$ cat src/loopback_defines.svh
`ifndef LOOPBACK_DEFINES_SVH
`define LOOPBACK_DEFINES_SVH
// What this block does
// RQ1 - Analog local loop ignores receive line inputs
// RQ2 - Analog loop drives line and feeds receive
// RQ3 - Host: local one, remote zero gives analog
// RQ4 - Hardware: local pin high, remote low: analog
// RQ5 - Digital loop routes transmit data to receive
// RQ6 - Host: both loop bits one gives digital
// RQ7 - Hardware: both loop pins high gives digital
// RQ8 - Remote loop retransmits received data, ignores rails
// RQ9 - Host: remote one, local zero gives remote
// RQ10 - Hardware: remote pin high, local low: remote
// RQ11 - Shut-off disables transmitter, tri-states both outputs
// RQ12 - Hardware shut-off pin controls all channels together
// RQ13 - Host: shut-off bit one off, zero on
// RQ14 - Shut-off pin acts directly, faster than writes
// RQ15 - Transmitter on only when pin and bit low; hardware mode ignores the bit
// RQ16 - All register fields reset to zero
// RQ17 - Both selects zero gives normal operation

`define CHAN_STRIDE     5'h08
`define TX_CTRL_OFS     5'h01
`define LOOP_CFG_OFS    5'h04
`define SHUTOFF_BIT     4
`define LOCAL_LOOP_BIT  1
`define REMOTE_LOOP_BIT 0
`define REG_RESET       5'h00
`define REG_WIDTH       5
`define ADDR_WIDTH      5
`define CHANNELS        3
`define BUF_DEPTH       2
`endif

$ cat src/loopback_pkg.sv
package loopback_pkg;

  typedef enum logic [1:0] {
    MODE_NORMAL,
    MODE_ANALOG_LOCAL,
    MODE_DIGITAL_LOCAL,
    MODE_REMOTE
  } loop_mode_e;

  typedef struct packed {
    logic [1:0] hw_sync;
    logic [4:0] read_data;
  } top_s;

  typedef struct packed {
    logic [1:0] tx_clock_in_sync;
    logic       tx_clock_in_prev;
    logic [1:0] txp_sync;
    logic [1:0] txn_sync;
    logic [1:0] rx_recovered_clock_sync;
    logic       rx_recovered_clock_prev;
    logic [1:0] rxp_sync;
    logic [1:0] rxn_sync;
    logic [1:0] llb_sync;
    logic [1:0] rlb_sync;
    logic [1:0] stall_sync;
    logic [4:0] tx_ctrl;
    logic [4:0] loop_cfg;
    logic       tx_pos;
    logic       tx_neg;
    logic       rx_pos;
    logic       rx_neg;
    logic       rx_clk;
  } chan_s;

endpackage : loopback_pkg

$ cat src/rail_buffer_if.sv
`timescale 1ns/10ps
interface rail_buffer_if #(
  parameter int WIDTH = 2
);
  logic             in_valid;
  logic             in_ready;
  logic [WIDTH-1:0] in_data;
  logic             out_valid;
  logic             out_ready;
  logic [WIDTH-1:0] out_data;

  modport store (
    input  in_valid,
    input  in_data,
    output in_ready,
    output out_valid,
    output out_data,
    input  out_ready
  );

  modport user (
    output in_valid,
    output in_data,
    input  in_ready,
    input  out_valid,
    input  out_data,
    output out_ready
  );
endinterface : rail_buffer_if

$ cat src/loopback_ctrl.sv
`timescale 1ns/10ps
`include "loopback_defines.svh"
module loopback_ctrl
  import loopback_pkg::*;
#(
  parameter int CHANNELS  = `CHANNELS,
  parameter int BUF_DEPTH = `BUF_DEPTH
) (
  input  wire logic                   clk,
  input  wire logic                   rstn,
  input  wire logic                   hardware_mode,
  input  wire logic                   transmit_shutoff,
  input  wire logic [CHANNELS-1:0]    local_loop_select,
  input  wire logic [CHANNELS-1:0]    remote_loop_select,
  input  wire logic [`ADDR_WIDTH-1:0] reg_addr,
  input  wire logic [`REG_WIDTH-1:0]  reg_wdata,
  input  wire logic                   reg_write,
  output logic      [`REG_WIDTH-1:0]  reg_rdata,
  input  wire logic [CHANNELS-1:0]    tx_clock_in,
  input  wire logic [CHANNELS-1:0]    tx_pos_rail_in,
  input  wire logic [CHANNELS-1:0]    tx_neg_rail_in,
  output logic      [CHANNELS-1:0]    tx_line_pos,
  output logic      [CHANNELS-1:0]    tx_line_neg,
  output logic      [CHANNELS-1:0]    tx_line_oe_n,
  input  wire logic [CHANNELS-1:0]    rx_line_clock,
  input  wire logic [CHANNELS-1:0]    rx_line_pos,
  input  wire logic [CHANNELS-1:0]    rx_line_neg,
  output logic      [CHANNELS-1:0]    rx_pos_rail_out,
  output logic      [CHANNELS-1:0]    rx_neg_rail_out,
  output logic      [CHANNELS-1:0]    rx_recovered_clock,
  input  wire logic [CHANNELS-1:0]    rx_stall,
  output logic      [CHANNELS-1:0]    rx_ready
);

  top_s top;
  top_s next_top;
  logic hw;

  logic [CHANNELS-1:0][`REG_WIDTH-1:0] tx_ctrl_q;
  logic [CHANNELS-1:0][`REG_WIDTH-1:0] loop_cfg_q;

  assign hw = top.hw_sync[1];

  // Global strap synchroniser and register read-back
  always_comb begin
    next_top = top;
    next_top.hw_sync = {top.hw_sync[0], hardware_mode};
    next_top.read_data = `REG_RESET;
    for (int i = 0; i < CHANNELS; i++) begin
      if (reg_addr == 5'(i * `CHAN_STRIDE) + `TX_CTRL_OFS) begin
        next_top.read_data = tx_ctrl_q[i];
      end
      if (reg_addr == 5'(i * `CHAN_STRIDE) + `LOOP_CFG_OFS) begin
        next_top.read_data = loop_cfg_q[i];
      end
    end
  end

  always_ff @(posedge clk or negedge rstn) begin
    if (!rstn) begin
      top <= '0;
    end else begin
      top <= next_top;
    end
  end

  assign reg_rdata = top.read_data;

  genvar g;
  generate
    for (g = 0; g < CHANNELS; g++) begin : chan
      localparam logic [4:0] BASE = 5'(g * `CHAN_STRIDE);

      chan_s      c;
      chan_s      next_c;
      loop_mode_e mode;
      logic       local_sel;
      logic       remote_sel;
      logic       tx_rise;
      logic       tx_fall;
      logic       rx_rise;
      logic       rx_fall;
      logic       src_rise;
      logic       src_clk;
      logic       shut_bit;
      logic       tx_on;

      rail_buffer_if #(.WIDTH(2)) rbuf ();

      rail_buffer #(
        .WIDTH (2),
        .DEPTH (BUF_DEPTH)
      ) u_buf (
        .clk  (clk),
        .rstn (rstn),
        .bus  (rbuf.store)
      );

      assign tx_rise = c.tx_clock_in_sync[1] && !c.tx_clock_in_prev;
      assign tx_fall = !c.tx_clock_in_sync[1] && c.tx_clock_in_prev;
      assign rx_rise = c.rx_recovered_clock_sync[1] && !c.rx_recovered_clock_prev;
      assign rx_fall = !c.rx_recovered_clock_sync[1] && c.rx_recovered_clock_prev;

      // Loop selects from pins or register bits
      always_comb begin
        if (hw) begin
          local_sel  = c.llb_sync[1];
          remote_sel = c.rlb_sync[1];
        end else begin
          local_sel  = c.loop_cfg[`LOCAL_LOOP_BIT];
          remote_sel = c.loop_cfg[`REMOTE_LOOP_BIT];
        end
      end

      // Mode decode
      always_comb begin
        case ({local_sel, remote_sel})
          2'b10:   mode = MODE_ANALOG_LOCAL;  // [RQ3] [RQ4]
          2'b11:   mode = MODE_DIGITAL_LOCAL; // [RQ6] [RQ7]
          2'b01:   mode = MODE_REMOTE;        // [RQ9] [RQ10]
          default: mode = MODE_NORMAL;        // [RQ17]
        endcase
      end

      // Shut-off: pin wins in both modes, bit only in host mode
      assign shut_bit = !hw && c.tx_ctrl[`SHUTOFF_BIT];     // [RQ13]
      assign tx_on    = rstn && !transmit_shutoff && !shut_bit; // [RQ15]

      // Pin acts straight on the driver enable, no register delay
      assign tx_line_oe_n[g] = !tx_on; // [RQ11] [RQ12] [RQ14]
      assign tx_line_pos[g]  = c.tx_pos;
      assign tx_line_neg[g]  = c.tx_neg;

      // Receive output timing follows the looped source clock
      always_comb begin
        case (mode)
          MODE_ANALOG_LOCAL,
          MODE_DIGITAL_LOCAL: begin
            src_clk  = c.tx_clock_in_sync[1];
            src_rise = tx_rise;
          end
          default: begin
            src_clk  = c.rx_recovered_clock_sync[1];
            src_rise = rx_rise;
          end
        endcase
      end

      // Fill side of the receive buffer
      always_comb begin
        case (mode)
          MODE_ANALOG_LOCAL: begin
            rbuf.in_valid = tx_fall;                         // [RQ1]
            rbuf.in_data  = {c.txp_sync[1], c.txn_sync[1]};  // [RQ2]
          end
          MODE_DIGITAL_LOCAL: begin
            rbuf.in_valid = tx_fall;                         // [RQ5]
            rbuf.in_data  = {c.txp_sync[1], c.txn_sync[1]};  // [RQ5]
          end
          default: begin
            rbuf.in_valid = rx_fall;                         // [RQ17]
            rbuf.in_data  = {c.rxp_sync[1], c.rxn_sync[1]};  // [RQ8]
          end
        endcase
      end

      assign rbuf.out_ready = src_rise && !c.stall_sync[1];
      assign rx_ready[g]    = rbuf.in_ready;

      always_comb begin
        next_c = c;
        next_c.tx_clock_in_sync = {c.tx_clock_in_sync[0], tx_clock_in[g]};
        next_c.txp_sync   = {c.txp_sync[0], tx_pos_rail_in[g]};
        next_c.txn_sync   = {c.txn_sync[0], tx_neg_rail_in[g]};
        next_c.rx_recovered_clock_sync = {c.rx_recovered_clock_sync[0], rx_line_clock[g]};
        next_c.rxp_sync   = {c.rxp_sync[0], rx_line_pos[g]};
        next_c.rxn_sync   = {c.rxn_sync[0], rx_line_neg[g]};
        next_c.llb_sync   = {c.llb_sync[0], local_loop_select[g]};
        next_c.rlb_sync   = {c.rlb_sync[0], remote_loop_select[g]};
        next_c.stall_sync = {c.stall_sync[0], rx_stall[g]};
        next_c.tx_clock_in_prev = c.tx_clock_in_sync[1];
        next_c.rx_recovered_clock_prev = c.rx_recovered_clock_sync[1];

        // Register writes
        if (reg_write && reg_addr == BASE + `TX_CTRL_OFS) begin
          next_c.tx_ctrl = reg_wdata; // [RQ13]
        end
        if (reg_write && reg_addr == BASE + `LOOP_CFG_OFS) begin
          next_c.loop_cfg = reg_wdata; // [RQ3] [RQ6] [RQ9]
        end

        // Transmit line data
        if (!tx_on) begin
          next_c.tx_pos = 1'b0; // [RQ11]
          next_c.tx_neg = 1'b0; // [RQ11]
        end else if (mode == MODE_REMOTE) begin
          if (rx_fall) begin
            next_c.tx_pos = c.rxp_sync[1]; // [RQ8]
            next_c.tx_neg = c.rxn_sync[1]; // [RQ8]
          end
        end else if (tx_fall) begin
          next_c.tx_pos = c.txp_sync[1]; // [RQ2] [RQ17]
          next_c.tx_neg = c.txn_sync[1]; // [RQ2] [RQ17]
        end

        // Receive rail outputs
        next_c.rx_clk = src_clk;
        if (rbuf.out_valid && rbuf.out_ready) begin
          next_c.rx_pos = rbuf.out_data[1]; // [RQ2] [RQ5] [RQ8]
          next_c.rx_neg = rbuf.out_data[0]; // [RQ2] [RQ5] [RQ8]
        end
      end

      always_ff @(posedge clk or negedge rstn) begin
        if (!rstn) begin
          c <= '0; // [RQ16]
        end else begin
          c <= next_c;
        end
      end

      assign tx_ctrl_q[g]          = c.tx_ctrl;
      assign loop_cfg_q[g]         = c.loop_cfg;
      assign rx_pos_rail_out[g]    = c.rx_pos;
      assign rx_neg_rail_out[g]    = c.rx_neg;
      assign rx_recovered_clock[g] = c.rx_clk;
    end
  endgenerate

endmodule : loopback_ctrl

$ cat src/rail_buffer.sv
`timescale 1ns/10ps
module rail_buffer #(
  parameter int WIDTH = 2,
  parameter int DEPTH = 2
) (
  input wire logic     clk,
  input wire logic     rstn,
  rail_buffer_if.store bus
);
  localparam int PW = (DEPTH > 1) ? $clog2(DEPTH) : 1;
  localparam int CW = $clog2(DEPTH + 1);

  typedef struct packed {
    logic [DEPTH-1:0][WIDTH-1:0] mem;
    logic [PW-1:0]               wr_ptr;
    logic [PW-1:0]               rd_ptr;
    logic [CW-1:0]               count;
  } buf_s;

  buf_s st;
  buf_s next_st;
  logic push;
  logic pop;

  assign bus.in_ready  = (st.count != CW'(DEPTH));
  assign bus.out_valid = (st.count != '0);
  assign bus.out_data  = st.mem[st.rd_ptr];
  assign push          = bus.in_valid && bus.in_ready;
  assign pop           = bus.out_valid && bus.out_ready;

  always_comb begin
    next_st = st;
    if (push) begin
      next_st.mem[st.wr_ptr] = bus.in_data;
      next_st.wr_ptr = (st.wr_ptr == PW'(DEPTH - 1)) ? '0 : st.wr_ptr + 1'b1;
    end
    if (pop) begin
      next_st.rd_ptr = (st.rd_ptr == PW'(DEPTH - 1)) ? '0 : st.rd_ptr + 1'b1;
    end
    case ({push, pop})
      2'b10:   next_st.count = st.count + 1'b1;
      2'b01:   next_st.count = st.count - 1'b1;
      default: next_st.count = st.count;
    endcase
  end

  always_ff @(posedge clk or negedge rstn) begin
    if (!rstn) begin
      st <= '0;
    end else begin
      st <= next_st;
    end
  end
endmodule : rail_buffer

$ cat config.mk
export PLATFORM = sky130hd
export DESIGN_NAME = loopback_ctrl
export DESIGN_NICKNAME = d
export VERILOG_FILES = /design/src/loopback_pkg.sv /design/src/rail_buffer_if.sv /design/src/loopback_ctrl.sv /design/src/rail_buffer.sv
export VERILOG_INCLUDE_DIRS = /design/src
export SDC_FILE = /design/constraint.sdc
export NUM_CORES = 1
export LEC_CHECK = 0
export BUFFER_PORTS_ARGS = -buffer_cell sky130_fd_sc_hd__buf_2
export CORE_MARGIN = 2
export CORE_UTILIZATION = 45
export CTS_BUF_LIST = sky130_fd_sc_hd__clkbuf_16
export DETAILED_ROUTE_END_ITERATION = 8
export PLACE_DENSITY_LB_ADDON = 0.12
export SLEW_MARGIN = 5
export SYNTH_ARGS = -nofsm -noshare
export SYNTH_HDL_FRONTEND = slang
export SYNTH_SLANG_ARGS = --single-unit
$ cat constraint.sdc
create_clock -name clk -period 2.5 [get_ports clk]
set_clock_uncertainty 0.15 [all_clocks]
set_input_delay 0.25 -clock clk [delete_from_list [all_inputs] [get_ports clk]]
set_output_delay 0.25 -clock clk [all_outputs]
set_load 0.01 [all_outputs]
==> results.py, run 1 <==
metrics = {
    "status": {
        "outcome": "finished clean",
    },
    "global_route": {
        "grtUsageTotal_pct": 16.6,
        "grt_overflow_total": 0,
        "grt_max_degree": 137,
        "grt_pass1_vias": 3232,
        "grt_first_pass_wirelength_um": 16000,
        "antenna_found_initial": 0,
    },
    "cells_and_area": {
        "drive_gt1_share_pct": 36.5,
        "layout_commonest_cell": "dfrtp_1",
        "n_antenna_cell": 0,
        "filler_cell_count": 936,
        "register_area_um2": 3400,
        "final_util_pct": 57.5,
        "layout_common_cells": "dfrtp_1 (135), mux2_2 (69), buf_2 (66)",
        "multiInputGateArea_um2": 1740,
        "area.growth.synth_to_final_pct": 23.7,
        "nets": 523,
    },
    "run": {
        "drv_cap": 0,
    },
    "cts": {
        "h-tree-depth": 4,
        "cts_root_buffer": "clkbuf_16",
        "cts_sinks": 136,
        "worstSkewPairLatency_ns": 0.40,
        "cts_tree": "built",
        "clk_path_buf_depth": 2,
        "clkTransAtPathRegs_ns": 0.05,
        "cts_made_buffers": 17,
        "cts_setup_buffers": 0,
    },
    "synthesis": {
        "ys.flop_type": "dfrtp_1",
        "synth.distinct_cells": 37,
        "synthArstFlopShare_pct": 100,
        "yosysWarnings": 0,
        "synthesis.nets": 422,
        "syn_inst": 377,
        "synth_top_cell_area_share_pct": 63.8,
        "ys_seq_area_share_pct": 63.8,
        "synth_area_um2": 5330,
        "synth_area_leaders": "dfrtp_1 (64%), mux2_2 (15%), buf_4 (2.5%), nand2_1 (1.6%), xnor2_1 (1.5%)",
        "ys_ff_latch": 136,
        "synth_area_per_cell_um2": 14.1,
        "synth_edf_count": 0,
        "yosysTopAreaCell": "dfrtp_1",
    },
    "power": {
        "switching_share_pct": 25.9,
        "pwr-share-comb_pct": 16.9,
        "internal_power_mw": 4.56,
        "p_switching_mw": 1.59,
        "power_density_nw_per_um2": 932,
        "pwr-share-seq_pct": 46.8,
        "power_frac_clock_pct": 36.2,
        "p_leak_nw": 3.00,
        "irDropWorstVdd_mv": 0.871,
    },
    "floorplan": {
        "fp.coreArea_um2": 11500,
        "die_h_um": 113,
        "rows": 39,
        "io_pins": 68,
        "die_w_um": 113,
        "dieArea_um2": 12700,
        "initial_utilization_pct": 46.5,
    },
    "sta": {
        "worst_slew_pin_slew_ns": 0.722,
        "setup_viol": 0,
        "finalWorstSetupSlack_ns": 0.237,
        "tns_ns": 0,
        "timing.final.hold_violations": 0,
        "slew_headroom_pct": 51.9,
        "rsz0062_at_grt": "false",
        "slew_viol_final": 0,
        "fin_crit_sh_pct": 90.5,
        "period_needed_ns": 2.26,
        "max_freq_mhz": 442,
    },
    "worst_setup_path": {
        "cp_max_fo": 10,
        "crit_arrival_ns": 2.44,
        "cp.required_ns": 2.68,
        "r2r-start": "hw",
        "cp-startpoint": "hw",
        "path_class": "flop to flop",
        "critPathLaunchType": "flop",
        "cp-end-kind": "flop",
    },
    "drt": {
        "via_per_inst": 4.94,
        "wl_per_cell_um": 15.0,
        "first_pass_iters": 6,
        "ant_nets": 0,
        "finalWirelength_um": 9490,
        "drcViolationCount": 0,
        "drtIter0Drc": 187,
        "vias": 3130,
    },
    "placed_design": {
        "place_ws_ns": 0.146,
        "io_buffers": 67,
        "dp_hpwl_um": 6260,
        "gp_congestion": 0.756,
    },
    "hold_path": {
        "hp-start": "reg_wdata[4]",
        "hold_path_class": "input port to flop",
    },
}
-- power by group through the flow --
stage          sequential [mW]  clock, mW  combinational, mW
6_report                  2.88       2.23               1.04
5_1_grt                   2.95       2.39               1.16
4_1_cts                   2.88       2.28               1.06
3_5_place_dp              2.91          0               1.02
3_3_place_gp              2.90          0              0.999
2_1_floorplan             2.84          0              0.844
-- cell families (layout without fill, tap and decap cells) --
kind of cell | after synthesis | in the layout | share of synthesized area [%]
DFF | 136 | 136 | 63.8
and+or+nand+nor | 81 | 81 | 8.03
muxes | 76 | 76 | 16.2
AOI/OAI and AO/OA | 35 | 35 | 5.21
buffers and inverters | 31 | 144 | 3.59
xor gates and xnor gates | 15 | 15 | 2.46
adders and majority gates | 3 | 3 | 0.704
-- synthesized netlist by cell type, types with 4 or more instances --
library cell	count
xor2_1	6
xnor2_1	9
o21ai_0	9
mux2_2	69
nand3_1	6
nand2b_1	7
a21oi_1	8
nand3b_1	4
o22ai_1	4
nand2_1	23
inv_1	9
a222oi_1	4
nor2_1	20
dfrtp_1	136
buf_4	18
nor2b_1	5
-- layout make-up --
type	count	area share [%]
multi-input cells	210	26.3
well taps	143	2.71
repair buffers	104	10.7
inverters	9	0.512
flip-flops and latches	136	51.6
clock buffers	17	6.45
clock inverters	14	1.71
-- through the flow --
stage | hold WS (ns) | instances | instance area (µm²) | total power, mW
6_report | 0.0173 | 633 | 6600 | 6.15
2_1_floorplan | -0.196 | 377 | 5330 | 3.68
4_1_cts | 0.00696 | 633 | 6590 | 6.22
5_1_grt | 0.00497 | 633 | 6600 | 6.49
3_5_place_dp | 0.185 | 573 | 5770 | 3.93
3_3_place_gp | 0.182 | 573 | 5770 | 3.90
-- state kept, by name (all words and copies together), names as in the netlist --
register            flops
chan.c                 90
chan.u_buf.st          24
reg_rdata               5
rx_neg_rail_out         3
rx_pos_rail_out         3
rx_recovered_clock      3
tx_line_neg             3
tx_line_pos             3
hw                      1
next_top                1
-- final timing paths --
kind / endpoint / slack [ns] / cells after the start
worst min-delay path: chan[1].c[9] / 0.02 / 2
worst min register to register: chan[1].c[29] / 0.20 / 0
worst max-delay path: chan[0].u_buf.st[1] / 0.24 / 6
worst max register to register: chan[0].u_buf.st[1] / 0.24 / 6
min in group asynchronous: reg_rdata[0] / 0.35 / 3
max in group asynchronous: chan[1].c[19] / 1.30 / 3
-- per-layer routing --
metal,global-route usage [%],share of wire (%),vias to the layer above
met5,0,0,-
met4,6.42,1.4,0
met3,5.95,5.5,10
met2,24.8,47,82
met1,22.3,46,1546
li1,-,-,1492
-- timing repair --
item / in CTS / in global routing
resized for setup: 0 / 1
hold endpoints to repair: 164 / 0
setup endpoints to repair: 0 / 3
hold buffers: 29 / 0
-- critical path, stage by stage, from the launching register on --
cell and delay (ns):
dfrtp_2 0.49, mux2i_2 0.24, or3b_1 0.42, a211oi_4 0.27, ha_1 0.29, nor2_1 0.16
xor2_1 0.16
Power figures use the tool's default switching activity.
==> run 2: changes to the inputs <==
- CORE_MARGIN: 2 -> 1
- clock period: 2.5 -> 2.2 ns (I/O delays scaled with it)
==> run 2 against run 1 <==
Cell count is 2.8% higher. Total power is 13% higher. First-iteration DRC count is 12% lower. Via count is 1.9% higher. Non-clock buffer count is 19 higher. Utilization is 1.9 points higher. Critical path depth is 1 higher. Clock power is 4% higher. Critical path type unchanged. Largest cell class unchanged.
==> results.py, run 2 (synthesis results as in run 1) <==
metrics = {
    "status": {
        "outcome": "finished clean",
    },
    "placed_design": {
        "place_ws_ns": -0.114,
        "placed_area_um2": 5850,
        "io_buffers": 67,
        "gp_congestion": 0.786,
        "dp_hpwl_um": 6420,
        "place_inst": 584,
    },
    "sta": {
        "fin_crit_sh_pct": 99.1,
        "worst_slew_pin_slew_ns": 0.752,
        "rsz0062_at_grt": "true",
        "tns_ns": 0,
        "hold_slack_ns": 0.147,
        "finalWorstSetupSlack_ns": 0.0196,
        "period_needed_ns": 2.18,
        "timing.final.hold_violations": 0,
        "slew_headroom_pct": 49.9,
        "setup_viol": 0,
        "slew_viol_final": 0,
        "max_freq_mhz": 459,
    },
    "worst_setup_path": {
        "cp_max_fo": 7,
        "r2r-start": "hw",
        "cp-end-kind": "flop",
        "cp-startpoint": "hw",
        "r2r_cells": 7,
        "crit_arrival_ns": 2.33,
        "path_class": "flop to flop",
        "critPathLaunchType": "flop",
        "cp.required_ns": 2.35,
    },
    "drt": {
        "drcViolationCount": 0,
        "ant_nets": 0,
        "wl_per_cell_um": 15.2,
        "via_per_inst": 4.90,
        "finalWirelength_um": 9930,
        "drtIter0Drc": 165,
        "vias": 3191,
        "first_pass_iters": 4,
    },
    "global_route": {
        "grt_overflow_total": 0,
        "grt_first_pass_wirelength_um": 17000,
        "grt_pass1_vias": 3429,
        "grtUsageTotal_pct": 18.2,
        "grt_max_degree": 137,
        "antenna_found_initial": 0,
    },
    "hold_path": {
        "hp-start": "reg_addr[4]",
        "hold-path-cell-count": 5,
        "hold_path_class": "input port to flop",
    },
    "power": {
        "p_leak_nw": 3.10,
        "power_density_nw_per_um2": 1020,
        "power_mw": 6.94,
        "irDropWorstVdd_mv": 0.490,
    },
    "cells_and_area": {
        "largest_register_ffs": 90,
        "layout_common_cells": "dfrtp_1 (135), mux2_2 (67), buf_2 (66)",
        "largest_register": "chan.c",
        "layout_commonest_cell": "dfrtp_1",
        "final_util_pct": 59.4,
        "nets": 542,
        "n_antenna_cell": 0,
        "finalInstanceArea_um2": 6810,
        "drive_gt1_share_pct": 39.6,
        "area.growth.synth_to_final_pct": 27.7,
        "instances_no_fill": 651,
    },
    "run": {
        "drv_cap": 0,
    },
    "floorplan": {
        "die_w_um": 111,
        "dieArea_um2": 12300,
        "rows": 39,
        "io_pins": 68,
        "initial_utilization_pct": 46.5,
        "fp.coreArea_um2": 11500,
        "die_h_um": 111,
    },
    "cts": {
        "cts_tree": "built",
        "cts_sinks": 136,
        "clkTransAtPathRegs_ns": 0.05,
        "h-tree-depth": 4,
        "cts_root_buffer": "clkbuf_16",
        "clk_path_buf_depth": 2,
        "worstSkewPairLatency_ns": 0.41,
        "cts_made_buffers": 17,
    },
}
[run 2: area by class of cell]
class                      count  area [µm²]
multi-input combinational    210        1850
inverter                       9        33.8
clock inverter                13        52.6
timing repair buffer         123         867
clock buffer                  17         425
sequential                   136        3400
tap                          143         179
fill                         895        4660
[run 2: what timing repair did]
item,CTS,global route
endpoints found under the setup margin,12,5
resized for setup,3,20
cloned,0,0
hold buffers,34,0
pin swaps,0,6
hold endpoints to repair,194,0
buffers inserted,2,1
[run 2: critical path, stage by stage, from the launching register on]
cell and delay [ns]:
dfrtp_2 0.50, mux2i_4 0.24, or3b_4 0.40, a211oi_4 0.29
ha_4 0.18, xnor2_1 0.12, nor2_2 0.05, xor2_1 0.13
[run 2: report_power, final]
group          switching (mW)  total (mW)  leakage, nW  internal, mW
combinational           0.544        1.34         1.20         0.794
clock                   0.944        2.31        0.256          1.37
sequential              0.313        3.28         1.65          2.97
total                    1.80        6.94         3.10          5.14
[run 2: routing by layer]
metal / share of wire, % / GRT usage [%]
met1: 46 / 23.3
met2: 48 / 29.1
met4: 2.2 / 9.33
met5: 0 / 0
met3: 3.5 / 4.43
[run 2: path summary, 6_finish.rpt]
kind                                        to  slack (ns)
hold reg to reg                  chan[0].c[31]        0.19
hold / removal                    reg_rdata[4]        0.15
setup reg to reg           chan[1].u_buf.st[1]        0.02
max in group asynchronous                   hw        0.97
setup / recovery           chan[1].u_buf.st[1]        0.02
min in group asynchronous        chan[1].c[12]        0.28
